===== config.mk =====
export PLATFORM = sky130hd
export DESIGN_NAME = sar_adc_sequencer
export DESIGN_NICKNAME = d
export VERILOG_FILES = /design/src/design/sar_adc_pkg.sv /design/src/design/sar_adc_sequencer.sv /design/src/design/sar_clock_divider.sv
export VERILOG_INCLUDE_DIRS = /design/src /design/src/design
export SDC_FILE = /design/constraint.sdc
export NUM_CORES = 1
export LEC_CHECK = 0
export ABC_AREA = 1
export BUFFER_PORTS_ARGS = -buffer_cell sky130_fd_sc_hd__buf_2
export CORE_ASPECT_RATIO = 1.75
export CORE_UTILIZATION = 59
export CTS_CLUSTER_DIAMETER = 150
export CTS_CLUSTER_SIZE = 10
export DETAILED_ROUTE_END_ITERATION = 8
export PLACE_DENSITY = 0.87
export SETUP_SLACK_MARGIN = 0.15
export SLEW_MARGIN = 25
export SYNTH_ARGS = -nofsm -noshare
export SYNTH_HDL_FRONTEND = slang
export SYNTH_HIERARCHICAL = 1
export SYNTH_SLANG_ARGS = --single-unit

===== constraint.sdc =====
create_clock -name clk_sys -period 2.6 [get_ports clk_sys]
set_input_delay 0.39 -clock clk_sys [delete_from_list [all_inputs] [get_ports clk_sys]]
set_output_delay 0.39 -clock clk_sys [all_outputs]
set_load 0.05 [all_outputs]

===== src/design/sar_adc_defs.svh =====
// Register addresses, reset values, field positions and timing counts of the
// converter sequencer. Included by bare name; holds definitions only.
`ifndef SAR_ADC_DEFS_SVH
`define SAR_ADC_DEFS_SVH

// Special-function register addresses.
`define ADDR_TRACK_TIMING  8'hba
`define ADDR_CHANNEL_SEL   8'hbb
`define ADDR_CONFIG        8'hbc
`define ADDR_RESULT_LO     8'hbd
`define ADDR_RESULT_HI     8'hbe
`define ADDR_CONTROL       8'he8

// Reset values.
`define RST_TRACK_TIMING   8'hff
`define RST_CHANNEL_SEL    5'h1f
`define RST_CONFIG         8'hf8
`define RST_RESULT         8'h00

// Control register bit positions.
`define CTL_ENABLE_BIT     7
`define CTL_BURST_BIT      6
`define CTL_DONE_BIT       5
`define CTL_BUSY_BIT       4
`define CTL_WINDOW_BIT     3
`define CTL_LJUST_BIT      2

// Input selector codes.
`define MUX_PORT_COUNT     24
`define MUX_TEMP_CODE      5'h18
`define MUX_SUPPLY_CODE    5'h19

// Timing: system clock period, power-up unit and conversion lengths.
`define CLK_PERIOD_NS      50
`define POWERUP_UNIT_NS    400
`define POWERUP_UNIT_CYC   ((`POWERUP_UNIT_NS + `CLK_PERIOD_NS - 1) / `CLK_PERIOD_NS)
`define CONVERTER_SUBSYSTEM_CLOCK_LEAD_CYC      2'h2
`define CONVERT_SAR_CYC    5'h0d

`endif


===== src/design/sar_adc_pkg.sv =====
// Types shared by the converter sequencer files.
// Assumes nothing of its surroundings.
package sar_adc_pkg;

    // Sequencer phases.
    typedef enum logic [1:0] {ST_IDLE, ST_POWERUP, ST_TRACK, ST_CONVERT} seq_state_e;

    // Tracking mode codes as held in the timing register.
    typedef enum logic [1:0] {TM_RESERVED, TM_POST, TM_PRE, TM_DUAL} track_mode_e;

    // Start source codes as held in the control register.
    typedef enum logic [1:0] {SRC_SOFTWARE, SRC_TIMER3, SRC_PIN, SRC_TIMER2} start_src_e;

endpackage : sar_adc_pkg


===== src/design/sar_adc_sequencer.sv =====
// Sequencer for a 12-bit successive-approximation converter: registers,
// start selection, tracking, burst power-up, accumulation and result format.
// Assumes a register port on clk_sys, a same-clock converter core and timers.
//
// Contract
// - Selector codes map to ports, temp, supply, ground.
// - Selector upper three bits read zero.
// - Conversion clock is subsystem clock over divisor+1.
// - Subsystem clock is system clock or burst source.
// - Repeat field selects 1, 4, 8, 16 conversions.
// - Burst runs whole series from one start.
// - Accumulator returns to zero after last conversion.
// - Configuration bit zero reads zero, written zero.
// - Right-justified high byte holds upper sum bits.
// - Low byte and left-justified layout as specified.
// - Enable clear means shutdown, set means active.
// - Done flag sets as busy falls, sticky.
// - Busy reads activity; writing one starts if software.
// - Window flag set by match, cleared by software.
// - Start source selects software, timers or pin.
// - Burst power-up waits (field+1) times 400 ns.
// - Power state follows enable and burst settings.
// - Tracking mode: post, pre, dual, reserved.
// - Tracking lasts 2-16 conversion clocks plus two.
// - Conversion lasts thirteen conversion clocks plus two.
// - Pre-tracking converts immediately after a start outside burst mode.
`timescale 1ns/100ps
`include "sar_adc_defs.svh"
module sar_adc_sequencer (
    input  wire logic        clk_sys,
    input  wire logic        reset_n,
    input  wire logic        clk_en,
    input  wire logic [7:0]  sfr_addr,
    input  wire logic        sfr_wr_en,
    input  wire logic        sfr_rd_en,
    input  wire logic [7:0]  sfr_wdata,
    output logic      [7:0]  sfr_rdata_q,
    input  wire logic        burst_osc_tick,
    input  wire logic        timer2_overflow,
    input  wire logic        timer3_overflow,
    input  wire logic        external_start_pin,
    input  wire logic        window_match_event,
    input  wire logic [11:0] core_result_data,
    output logic      [23:0] mux_port_sel_q,
    output logic             mux_temp_sel_q,
    output logic             mux_supply_sel_q,
    output logic             mux_ground_sel_q,
    output logic             core_power_q,
    output logic             core_track_q,
    output logic             core_convert_q,
    output logic             sar_conversion_clock,
    output logic             conversion_done_event_q
);

    // Register state.
    logic [7:0]  timing_q;
    logic [4:0]  channel_q;
    logic [7:0]  config_q;
    logic [7:0]  result_lo_q;
    logic [7:0]  result_hi_q;
    logic        enable_q;
    logic        burst_q;
    logic        done_q;
    logic        window_q;
    logic        ljust_q;
    logic [1:0]  source_q;

    // Sequencer state.
    sar_adc_pkg::seq_state_e st_q;
    sar_adc_pkg::seq_state_e st_d;
    logic [1:0]  lead_q;
    logic [4:0]  sar_cnt_q;
    logic [7:0]  pwr_cnt_q;
    logic [3:0]  rep_q;
    logic [15:0] acc_q;
    logic        pin_s1_q;
    logic        pin_s2_q;
    logic        pin_s3_q;

    // Field views.
    wire [3:0] pwr_field   = timing_q[7:4];
    wire [1:0] tmode       = timing_q[3:2];
    wire [1:0] post_track  = timing_q[1:0];
    wire [4:0] divisor     = config_q[7:3];
    wire [1:0] repeat_code = config_q[2:1];

    // Address decode.
    wire wr_timing  = sfr_wr_en && (sfr_addr == `ADDR_TRACK_TIMING);
    wire wr_channel = sfr_wr_en && (sfr_addr == `ADDR_CHANNEL_SEL);
    wire wr_config  = sfr_wr_en && (sfr_addr == `ADDR_CONFIG);
    wire wr_res_lo  = sfr_wr_en && (sfr_addr == `ADDR_RESULT_LO);
    wire wr_res_hi  = sfr_wr_en && (sfr_addr == `ADDR_RESULT_HI);
    wire wr_control = sfr_wr_en && (sfr_addr == `ADDR_CONTROL);

    // Start events; the pin edge is taken only after its two-flop synchroniser.
    wire pin_rise  = pin_s2_q && !pin_s3_q;
    wire sw_start  = wr_control && sfr_wdata[`CTL_BUSY_BIT] && (sfr_wdata[1:0] == 2'h0);
    wire start_ev  = sw_start
                   || (source_q == sar_adc_pkg::SRC_TIMER3 && timer3_overflow)
                   || (source_q == sar_adc_pkg::SRC_PIN && pin_rise)
                   || (source_q == sar_adc_pkg::SRC_TIMER2 && timer2_overflow);
    wire is_idle   = (st_q == sar_adc_pkg::ST_IDLE);
    wire accept    = is_idle && start_ev && (enable_q || burst_q);
    wire busy      = !is_idle;

    // Subsystem clock: every system clock, or the burst oscillator tick.
    wire converter_subsystem_clock_tick = burst_q ? burst_osc_tick : 1'b1;

    // Phase timing: two subsystem clocks lead, then counted conversion clocks.
    wire       in_phase   = (st_q == sar_adc_pkg::ST_TRACK) || (st_q == sar_adc_pkg::ST_CONVERT);
    wire       lead_done  = (lead_q == `CONVERTER_SUBSYSTEM_CLOCK_LEAD_CYC);
    wire [4:0] track_need = 5'(5'h02 << post_track);
    wire [4:0] phase_need = (st_q == sar_adc_pkg::ST_TRACK) ? track_need
                                                            : `CONVERT_SAR_CYC;
    wire       phase_end  = in_phase && lead_done && sar_conversion_clock
                            && (sar_cnt_q == phase_need - 5'h01);
    wire       conv_end   = (st_q == sar_adc_pkg::ST_CONVERT) && phase_end;

    // Power-up wait in system clocks, rounded up from 400 ns units.
    wire [7:0] pwr_target = 8'((9'(pwr_field) + 9'h001) * 9'(`POWERUP_UNIT_CYC)) - 8'h01;
    wire       pwr_done   = (pwr_cnt_q == pwr_target);

    // Repeat series bookkeeping.
    wire [3:0]  last_rep = (repeat_code == 2'h0) ? 4'h0 :
                           (repeat_code == 2'h1) ? 4'h3 :
                           (repeat_code == 2'h2) ? 4'h7 : 4'hf;
    wire        last_conv = (rep_q == last_rep);
    wire [15:0] sum       = acc_q + {4'h0, core_result_data};
    wire        series_end = conv_end && last_conv;

    // Result layout; left justification is honoured only for single samples,
    // since a repeated sum would not fit the left-justified form.
    wire        use_left  = ljust_q && (repeat_code == 2'h0);
    wire [7:0]  new_hi    = use_left ? sum[11:4] : sum[15:8];
    wire [7:0]  new_lo    = use_left ? {sum[3:0], 4'h0} : sum[7:0];

    // Power and track outputs computed from the next state so they align.
    wire idle_next   = (st_d == sar_adc_pkg::ST_IDLE);
    wire power_d     = burst_q ? (enable_q || !idle_next) : enable_q;
    wire track_d     = (st_d == sar_adc_pkg::ST_TRACK)
                       || (idle_next && power_d && tmode != sar_adc_pkg::TM_POST
                           && tmode != sar_adc_pkg::TM_RESERVED);

    // Read data; unmapped addresses read zero.
    wire [7:0] control_rd = {enable_q, burst_q, done_q, busy, window_q, ljust_q, source_q};
    wire [7:0] rdata_d =
        (sfr_addr == `ADDR_TRACK_TIMING) ? timing_q :
        (sfr_addr == `ADDR_CHANNEL_SEL)  ? {3'h0, channel_q} :
        (sfr_addr == `ADDR_CONFIG)       ? {config_q[7:1], 1'b0} :
        (sfr_addr == `ADDR_RESULT_LO)    ? result_lo_q :
        (sfr_addr == `ADDR_RESULT_HI)    ? result_hi_q :
        (sfr_addr == `ADDR_CONTROL)      ? control_rd : 8'h00;

    // Conversion clock divider, held in restart until the lead cycles pass.
    sar_clock_divider #(.DIV_W(5)) u_div (
        .clk_sys    (clk_sys),
        .reset_n    (reset_n),
        .clk_en     (clk_en),
        .converter_subsystem_clock_tick  (converter_subsystem_clock_tick),
        .run        (in_phase && lead_done && !phase_end),
        .divisor    (divisor),
        .sar_tick_q (sar_conversion_clock)
    );

    // Next-state decision. Clearing enable outside burst aborts the sequence
    // and leaves the partial sum and repeat count, which the next series continues from.
    always_comb begin
        st_d = st_q;
        unique case (st_q)
            sar_adc_pkg::ST_IDLE: begin
                if (accept) begin
                    if (burst_q && !enable_q) st_d = sar_adc_pkg::ST_POWERUP;
                    else if (!burst_q && tmode == sar_adc_pkg::TM_PRE)
                        st_d = sar_adc_pkg::ST_CONVERT;
                    else st_d = sar_adc_pkg::ST_TRACK;
                end
            end
            sar_adc_pkg::ST_POWERUP: begin
                if (pwr_done) st_d = sar_adc_pkg::ST_TRACK;
            end
            sar_adc_pkg::ST_TRACK: begin
                if (phase_end) st_d = sar_adc_pkg::ST_CONVERT;
            end
            sar_adc_pkg::ST_CONVERT: begin
                if (phase_end) begin
                    if (!last_conv && burst_q) st_d = sar_adc_pkg::ST_TRACK;
                    else st_d = sar_adc_pkg::ST_IDLE;
                end
            end
        endcase
        if (!burst_q && !enable_q) st_d = sar_adc_pkg::ST_IDLE;
    end

    // State, phase counters and the pin synchroniser.
    always_ff @(posedge clk_sys) begin
        if (!reset_n) begin
            st_q      <= sar_adc_pkg::ST_IDLE;
            lead_q    <= 2'h0;
            sar_cnt_q <= 5'h00;
            pwr_cnt_q <= 8'h00;
            pin_s1_q  <= 1'b0;
            pin_s2_q  <= 1'b0;
            pin_s3_q  <= 1'b0;
        end else if (clk_en) begin
            st_q      <= st_d;
            pin_s1_q  <= external_start_pin;
            pin_s2_q  <= pin_s1_q;
            pin_s3_q  <= pin_s2_q;
            lead_q    <= (st_d != st_q) ? 2'h0 :
                         (in_phase && converter_subsystem_clock_tick && !lead_done) ? lead_q + 2'h1 : lead_q;
            sar_cnt_q <= (st_d != st_q) ? 5'h00 :
                         sar_conversion_clock ? sar_cnt_q + 5'h01 : sar_cnt_q;
            pwr_cnt_q <= (st_q == sar_adc_pkg::ST_POWERUP) ? pwr_cnt_q + 8'h01 : 8'h00;
        end
    end

    // Accumulator and repeat counter; cleared at the end of every series.
    always_ff @(posedge clk_sys) begin
        if (!reset_n) begin
            acc_q <= 16'h0000;
            rep_q <= 4'h0;
        end else if (clk_en && conv_end) begin
            acc_q <= last_conv ? 16'h0000 : sum;
            rep_q <= last_conv ? 4'h0 : rep_q + 4'h1;
        end
    end

    // Software-written registers; the reserved configuration bit stays zero.
    always_ff @(posedge clk_sys) begin
        if (!reset_n) begin
            timing_q  <= `RST_TRACK_TIMING;
            channel_q <= `RST_CHANNEL_SEL;
            config_q  <= `RST_CONFIG;
            enable_q  <= 1'b0;
            burst_q   <= 1'b0;
            ljust_q   <= 1'b0;
            source_q  <= 2'h0;
        end else if (clk_en) begin
            if (wr_timing) timing_q <= sfr_wdata;
            if (wr_channel) channel_q <= sfr_wdata[4:0];
            if (wr_config) config_q <= {sfr_wdata[7:1], 1'b0};
            if (wr_control) begin
                enable_q <= sfr_wdata[`CTL_ENABLE_BIT];
                burst_q  <= sfr_wdata[`CTL_BURST_BIT];
                ljust_q  <= sfr_wdata[`CTL_LJUST_BIT];
                source_q <= sfr_wdata[1:0];
            end
        end
    end

    // Sticky flags: a hardware set in the same cycle as a software clear wins.
    always_ff @(posedge clk_sys) begin
        if (!reset_n) begin
            done_q   <= 1'b0;
            window_q <= 1'b0;
        end else if (clk_en) begin
            done_q   <= series_end || (wr_control ? sfr_wdata[`CTL_DONE_BIT] : done_q);
            window_q <= window_match_event
                        || (wr_control ? sfr_wdata[`CTL_WINDOW_BIT] : window_q);
        end
    end

    // Result bytes change only at series end; software may also write them.
    always_ff @(posedge clk_sys) begin
        if (!reset_n) begin
            result_lo_q <= `RST_RESULT;
            result_hi_q <= `RST_RESULT;
        end else if (clk_en) begin
            if (series_end) begin
                result_lo_q <= new_lo;
                result_hi_q <= new_hi;
            end else begin
                if (wr_res_lo) result_lo_q <= sfr_wdata;
                if (wr_res_hi) result_hi_q <= sfr_wdata;
            end
        end
    end

    // Registered outputs toward the core and the register port.
    always_ff @(posedge clk_sys) begin
        if (!reset_n) begin
            sfr_rdata_q             <= 8'h00;
            core_power_q            <= 1'b0;
            core_track_q            <= 1'b0;
            core_convert_q          <= 1'b0;
            conversion_done_event_q <= 1'b0;
        end else if (clk_en) begin
            if (sfr_rd_en) sfr_rdata_q <= rdata_d;
            core_power_q            <= power_d;
            core_track_q            <= track_d;
            core_convert_q          <= (st_d == sar_adc_pkg::ST_CONVERT);
            conversion_done_event_q <= series_end;
        end
    end

    // Input multiplexer decode, one flop per selection line.
    for (genvar i = 0; i < `MUX_PORT_COUNT; i++) begin : g_port
        always_ff @(posedge clk_sys) begin
            if (!reset_n) mux_port_sel_q[i] <= 1'b0;
            else if (clk_en) mux_port_sel_q[i] <= (channel_q == 5'(i));
        end
    end

    always_ff @(posedge clk_sys) begin
        if (!reset_n) begin
            mux_temp_sel_q   <= 1'b0;
            mux_supply_sel_q <= 1'b0;
            mux_ground_sel_q <= 1'b0;
        end else if (clk_en) begin
            mux_temp_sel_q   <= (channel_q == `MUX_TEMP_CODE);
            mux_supply_sel_q <= (channel_q == `MUX_SUPPLY_CODE);
            mux_ground_sel_q <= (channel_q > `MUX_SUPPLY_CODE);
        end
    end
endmodule : sar_adc_sequencer


===== src/design/sar_clock_divider.sv =====
// Conversion clock divider: one tick every divisor+1 subsystem clock ticks.
// Assumes converter_subsystem_clock_tick is a same-domain enable and run restarts the phase.
`timescale 1ns/100ps
module sar_clock_divider #(
    parameter int DIV_W = 5
) (
    input  wire logic             clk_sys,
    input  wire logic             reset_n,
    input  wire logic             clk_en,
    input  wire logic             converter_subsystem_clock_tick,
    input  wire logic             run,
    input  wire logic [DIV_W-1:0] divisor,
    output logic                  sar_tick_q
);

    logic [DIV_W-1:0] cnt_q;
    wire              wrap = (cnt_q == divisor);

    // Counter restarts whenever run drops, so every phase starts aligned.
    always_ff @(posedge clk_sys) begin
        if (!reset_n) begin
            cnt_q      <= '0;
            sar_tick_q <= 1'b0;
        end else if (clk_en) begin
            if (!run) begin
                cnt_q      <= '0;
                sar_tick_q <= 1'b0;
            end else if (converter_subsystem_clock_tick) begin
                cnt_q      <= wrap ? '0 : cnt_q + 1'b1;
                sar_tick_q <= wrap;
            end else begin
                sar_tick_q <= 1'b0;
            end
        end
    end

endmodule : sar_clock_divider


==> out/results.tsv <==
stage	metric	value	unit
run_status	outcome	completed	
floorplan	chipHeight	145	µm
route	totalWireLength	18.8	mm
floorplan	floorplan.initialDensity	61.2	%
route	dr_total_vias	7028	
worst_hold_path	holdCritStartpoint	external_start_pin	
critical_path	setup.worst_path.start_class	flop	
route	wl_met2	10.0	mm
route	avgViaCountPerCell	5.70	
power	switchingPower	0.00112	W
route	met1_length	6.67	mm
clock_tree	insertion_delay	0.42	ns
power	p_per_area	588	nW/µm²
grt	grt_max_degree	38	
synthesis	yosysSeqAreaShare	37.3	%
clock_tree	clkTransAtPathRegs	0.06	ns
cells_and_area	final_layout_size_suffix_gt1_share	15.3	%
clock_tree	cts_hold_buf	0	
floorplan	placementRows	51	
synthesis	yosysUniqueCellTypes	45	
power	power.leakage	3.62	nW
clock_tree	cts_buffers	17	
worst_hold_path	hold_class	primary input to flop	
power	clkPwrFrac	52.2	%
synthesis	synthCells	1011	
synthesis	synth_ff_type	dfxtp_1	
power	ir_drop	579	µV
power	seq_power_share	42.3	%
synthesis	syn_nets	1069	
floorplan	die_w	83.6	µm
sta	hold_violations	0	
sta	fmax	447	MHz
critical_path	r2r_slack	0.36	ns
clock_tree	clock-sinks	128	
synthesis	synth_edf_count	0	
synthesis	netlist_area	6870	µm²
synthesis	ys_ff_latch	128	
critical_path	timing.rr.end	result_lo_q[0]$_SDFFE_PN0P_	
power	comb_power_share	5.5	%
sta	setup_viol	0	
clock_tree	post_cts_resized	0	
placement	port_buffers	77	
sta	whs	0.199	ns
clock_tree	cts_setup_buffers	0	
sta	slew_violations	0	
sta	fin_crit_sh	86.0	%
job	drv_cap	0	
clock_tree	cts_tree	built	
critical_path	end_kind	flop	
grt	track_usage	31.5	%
clock_tree	cts_root_buf	clkbuf_16	
clock_tree	clockBufferDepth	2	
synthesis	netlist.area_leader.share	37.3	%
sta	fin_tns_setup	0	ns
synthesis	ys_async_sr_fraction	0	%
critical_path	required	2.90	ns
placement	dpl.hpwl	13.7	mm
grt	grt_pass1_wl	30.0	mm
floorplan	ios	78	
route	routed-wl-met3	987	µm
clock_tree	htreeDepth	4	
power	fin_total_pwr	0.00469	W
synthesis	synth_top_cell_by_area	dfxtp_1	
route	highest_layer	met4	
route	wl_per_cell	15.2	µm
grt	antenna_found_initial	1	
synthesis	synthTopCellsByCount	258 x nand2_1, 128 x dfxtp_1, 106 x nor2_1	
route	dr.pass1.iters	5	
floorplan	die_area	12100	µm²
worst_hold_path	whs_endpoint	pin_s1_q$_SDFFE_PN0P_	
route	drc	0	
sta	tightest_slew	0.857	ns
cells_and_area	n_fill_cell	918	
grt	overflow	0	
grt	grt_pass1_vias	6538	
cells_and_area	fin_nets	1144	
floorplan	core_area	11200	µm²
critical_path	worstPathMaxFanout	6	
worst_hold_path	min_path_cells	3	
sta	rsz0062_at_grt	false	
critical_path	worstSetupPathType	flop to flop	
route	drtAntennaViolNets	0	
placement	place.gp.congestion	0.933	
route	drtIter0Drc	571	
critical_path	reg2regPathDepth	13	
sta	fin_skew	0.00668	ns
synthesis	ys_warn_count	6	
cells_and_area	area_growth_syn_to_layout	16.2	%
synthesis	synth_most_common_cell	nand2_1	
sta	layout_min_cycle_time	2.24	ns
critical_path	reg2reg_from	lead_q[0]$_SDFFE_PN0P_	
critical_path	crit_arrival	2.53	ns
synthesis	syn_avg_cell_area	6.79	µm²
power	p_sw_share	24.0	%
synthesis	synthTopCellsByArea	dfxtp_1 37%, nand2_1 14%, a21oi_1 6.8%	
power	p_int	0.00357	W
sta	slew_headroom	42.7	%
[worst max-delay path: stages (launching register included)]
cell and delay, ns:
dfxtp_1 0.32, inv_1 0.09, ha_1 0.21, nand2_1 0.08, nor2_2 0.10, nand3_1 0.08, nor2_2 0.16, nand3_2 0.13
nor2_2 0.14, nand2_2 0.17, nand2_2 0.17, inv_1 0.11, a311oi_1 0.26, nor2_1 0.09
[worst max-delay path by stage]
| stage | start | to | slack, ns | depth (start not counted) |
|---|---|---|---|---|
| 2_1_floorplan | u_div/sar_tick_q$_SDFFE_PN0P_ | result_hi_q[5]$_SDFFE_PN0P_ | 0.54 | 12 |
| 3_3_place_gp | core_result_data[2] | result_hi_q[5]$_SDFFE_PN0P_ | 0.23 | 13 |
| 3_5_place_dp | core_result_data[2] | result_hi_q[5]$_SDFFE_PN0P_ | 0.14 | 13 |
| 4_1_cts | st_q[1]$_SDFFE_PN0P_ | result_lo_q[0]$_SDFFE_PN0P_ | 0.31 | 13 |
| 5_1_grt | lead_q[0]$_SDFFE_PN0P_ | result_hi_q[0]$_SDFFE_PN0P_ | 0.20 | 13 |
| 6_report | lead_q[0]$_SDFFE_PN0P_ | result_lo_q[0]$_SDFFE_PN0P_ | 0.36 | 13 |
[registers in the layout, summed over array words and instances, names as in the netlist, 4 cells and up]
register        count
sar_cnt_q           5
pwr_cnt_q           8
acc_q              16
channel_q           5
sfr_rdata_q         8
timing_q            8
rep_q               4
config_q            7
mux_port_sel_q     24
result_lo_q         8
result_hi_q         8
u_div/cnt_q         5
[cell usage in the layout, fill, tap and decap left out, types with 8 or more instances in the layout]
cell       netlist  final
inv_1          100    100
nand2_1        258    258
nor2_1         106    105
o21ai_0         65     65
nand3_1         46     46
nand2_2         10     10
buf_4            3     15
buf_2            5     77
a21oi_1         94     93
o21ai_1          8      8
ha_1            19     19
nor3_1          13     13
clkbuf_16        0     17
dfxtp_1        128    127
nand4_1         14     14
xor2_1          13     13
a31oi_1         14     14
o211ai_1        23     23
[routing by layer]
metal,global-route usage [%],vias up
met2,60.8,301
met5,0,-
met1,29.5,3143
met3,6.01,88
met4,21.9,0
li1,-,3496
[kinds of logic (layout without fill, tap and decap cells)]
| logic type | Yosys count | after routing | synth area share [%] |
|---|---|---|---|
| DFF | 128 | 128 | 37.3 |
| muxes | 1 | 1 | 0.146 |
| adders and majority gates | 20 | 20 | 3.75 |
| AOI/OAI and AO/OA | 227 | 227 | 18.8 |
| other | 0 | 1 | 0 |
| buffers and inverters | 144 | 232 | 8.34 |
| and+or+nand+nor | 475 | 475 | 29.6 |
| xor gates and xnor gates | 16 | 16 | 2.04 |
[power by group through the flow]
stage | sequential (W) | clock, W | combinational (W)
floorplan | 0.00206 | 0 | 0.000138
global placement | 0.00203 | 0 | 0.000248
detailed placement | 0.00203 | 0 | 0.000252
CTS | 0.00199 | 0.00245 | 0.000255
global route | 0.00199 | 0.00256 | 0.000282
finish | 0.00199 | 0.00245 | 0.000258
[per-stage QoR]
stage	util, %	cells	cell area, µm²	setup WS, ns
6_report	71.1	1232	7980	0.363
5_1_grt	71.1	1232	7980	0.204
4_1_cts	71.0	1231	7970	0.313
3_5_place_dp	65.6	1199	7360	0.139
3_3_place_gp	65.6	1199	7360	0.230
2_1_floorplan	-	1011	6870	0.543
[area by class of cell]
class / instances / area (µm²) / area share, %
antenna: 1 / 2.50 / 0.0314
clock buffer: 17 / 425 / 5.33
clock inverter: 15 / 180 / 2.26
inverter: 108 / 405 / 5.08
multi-input combinational: 739 / 3740 / 46.9
sequential: 128 / 2560 / 32.1
tap: 132 / 165 / 2.07
timing repair buffer: 92 / 498 / 6.24
(Power assumes the default switching activity.)
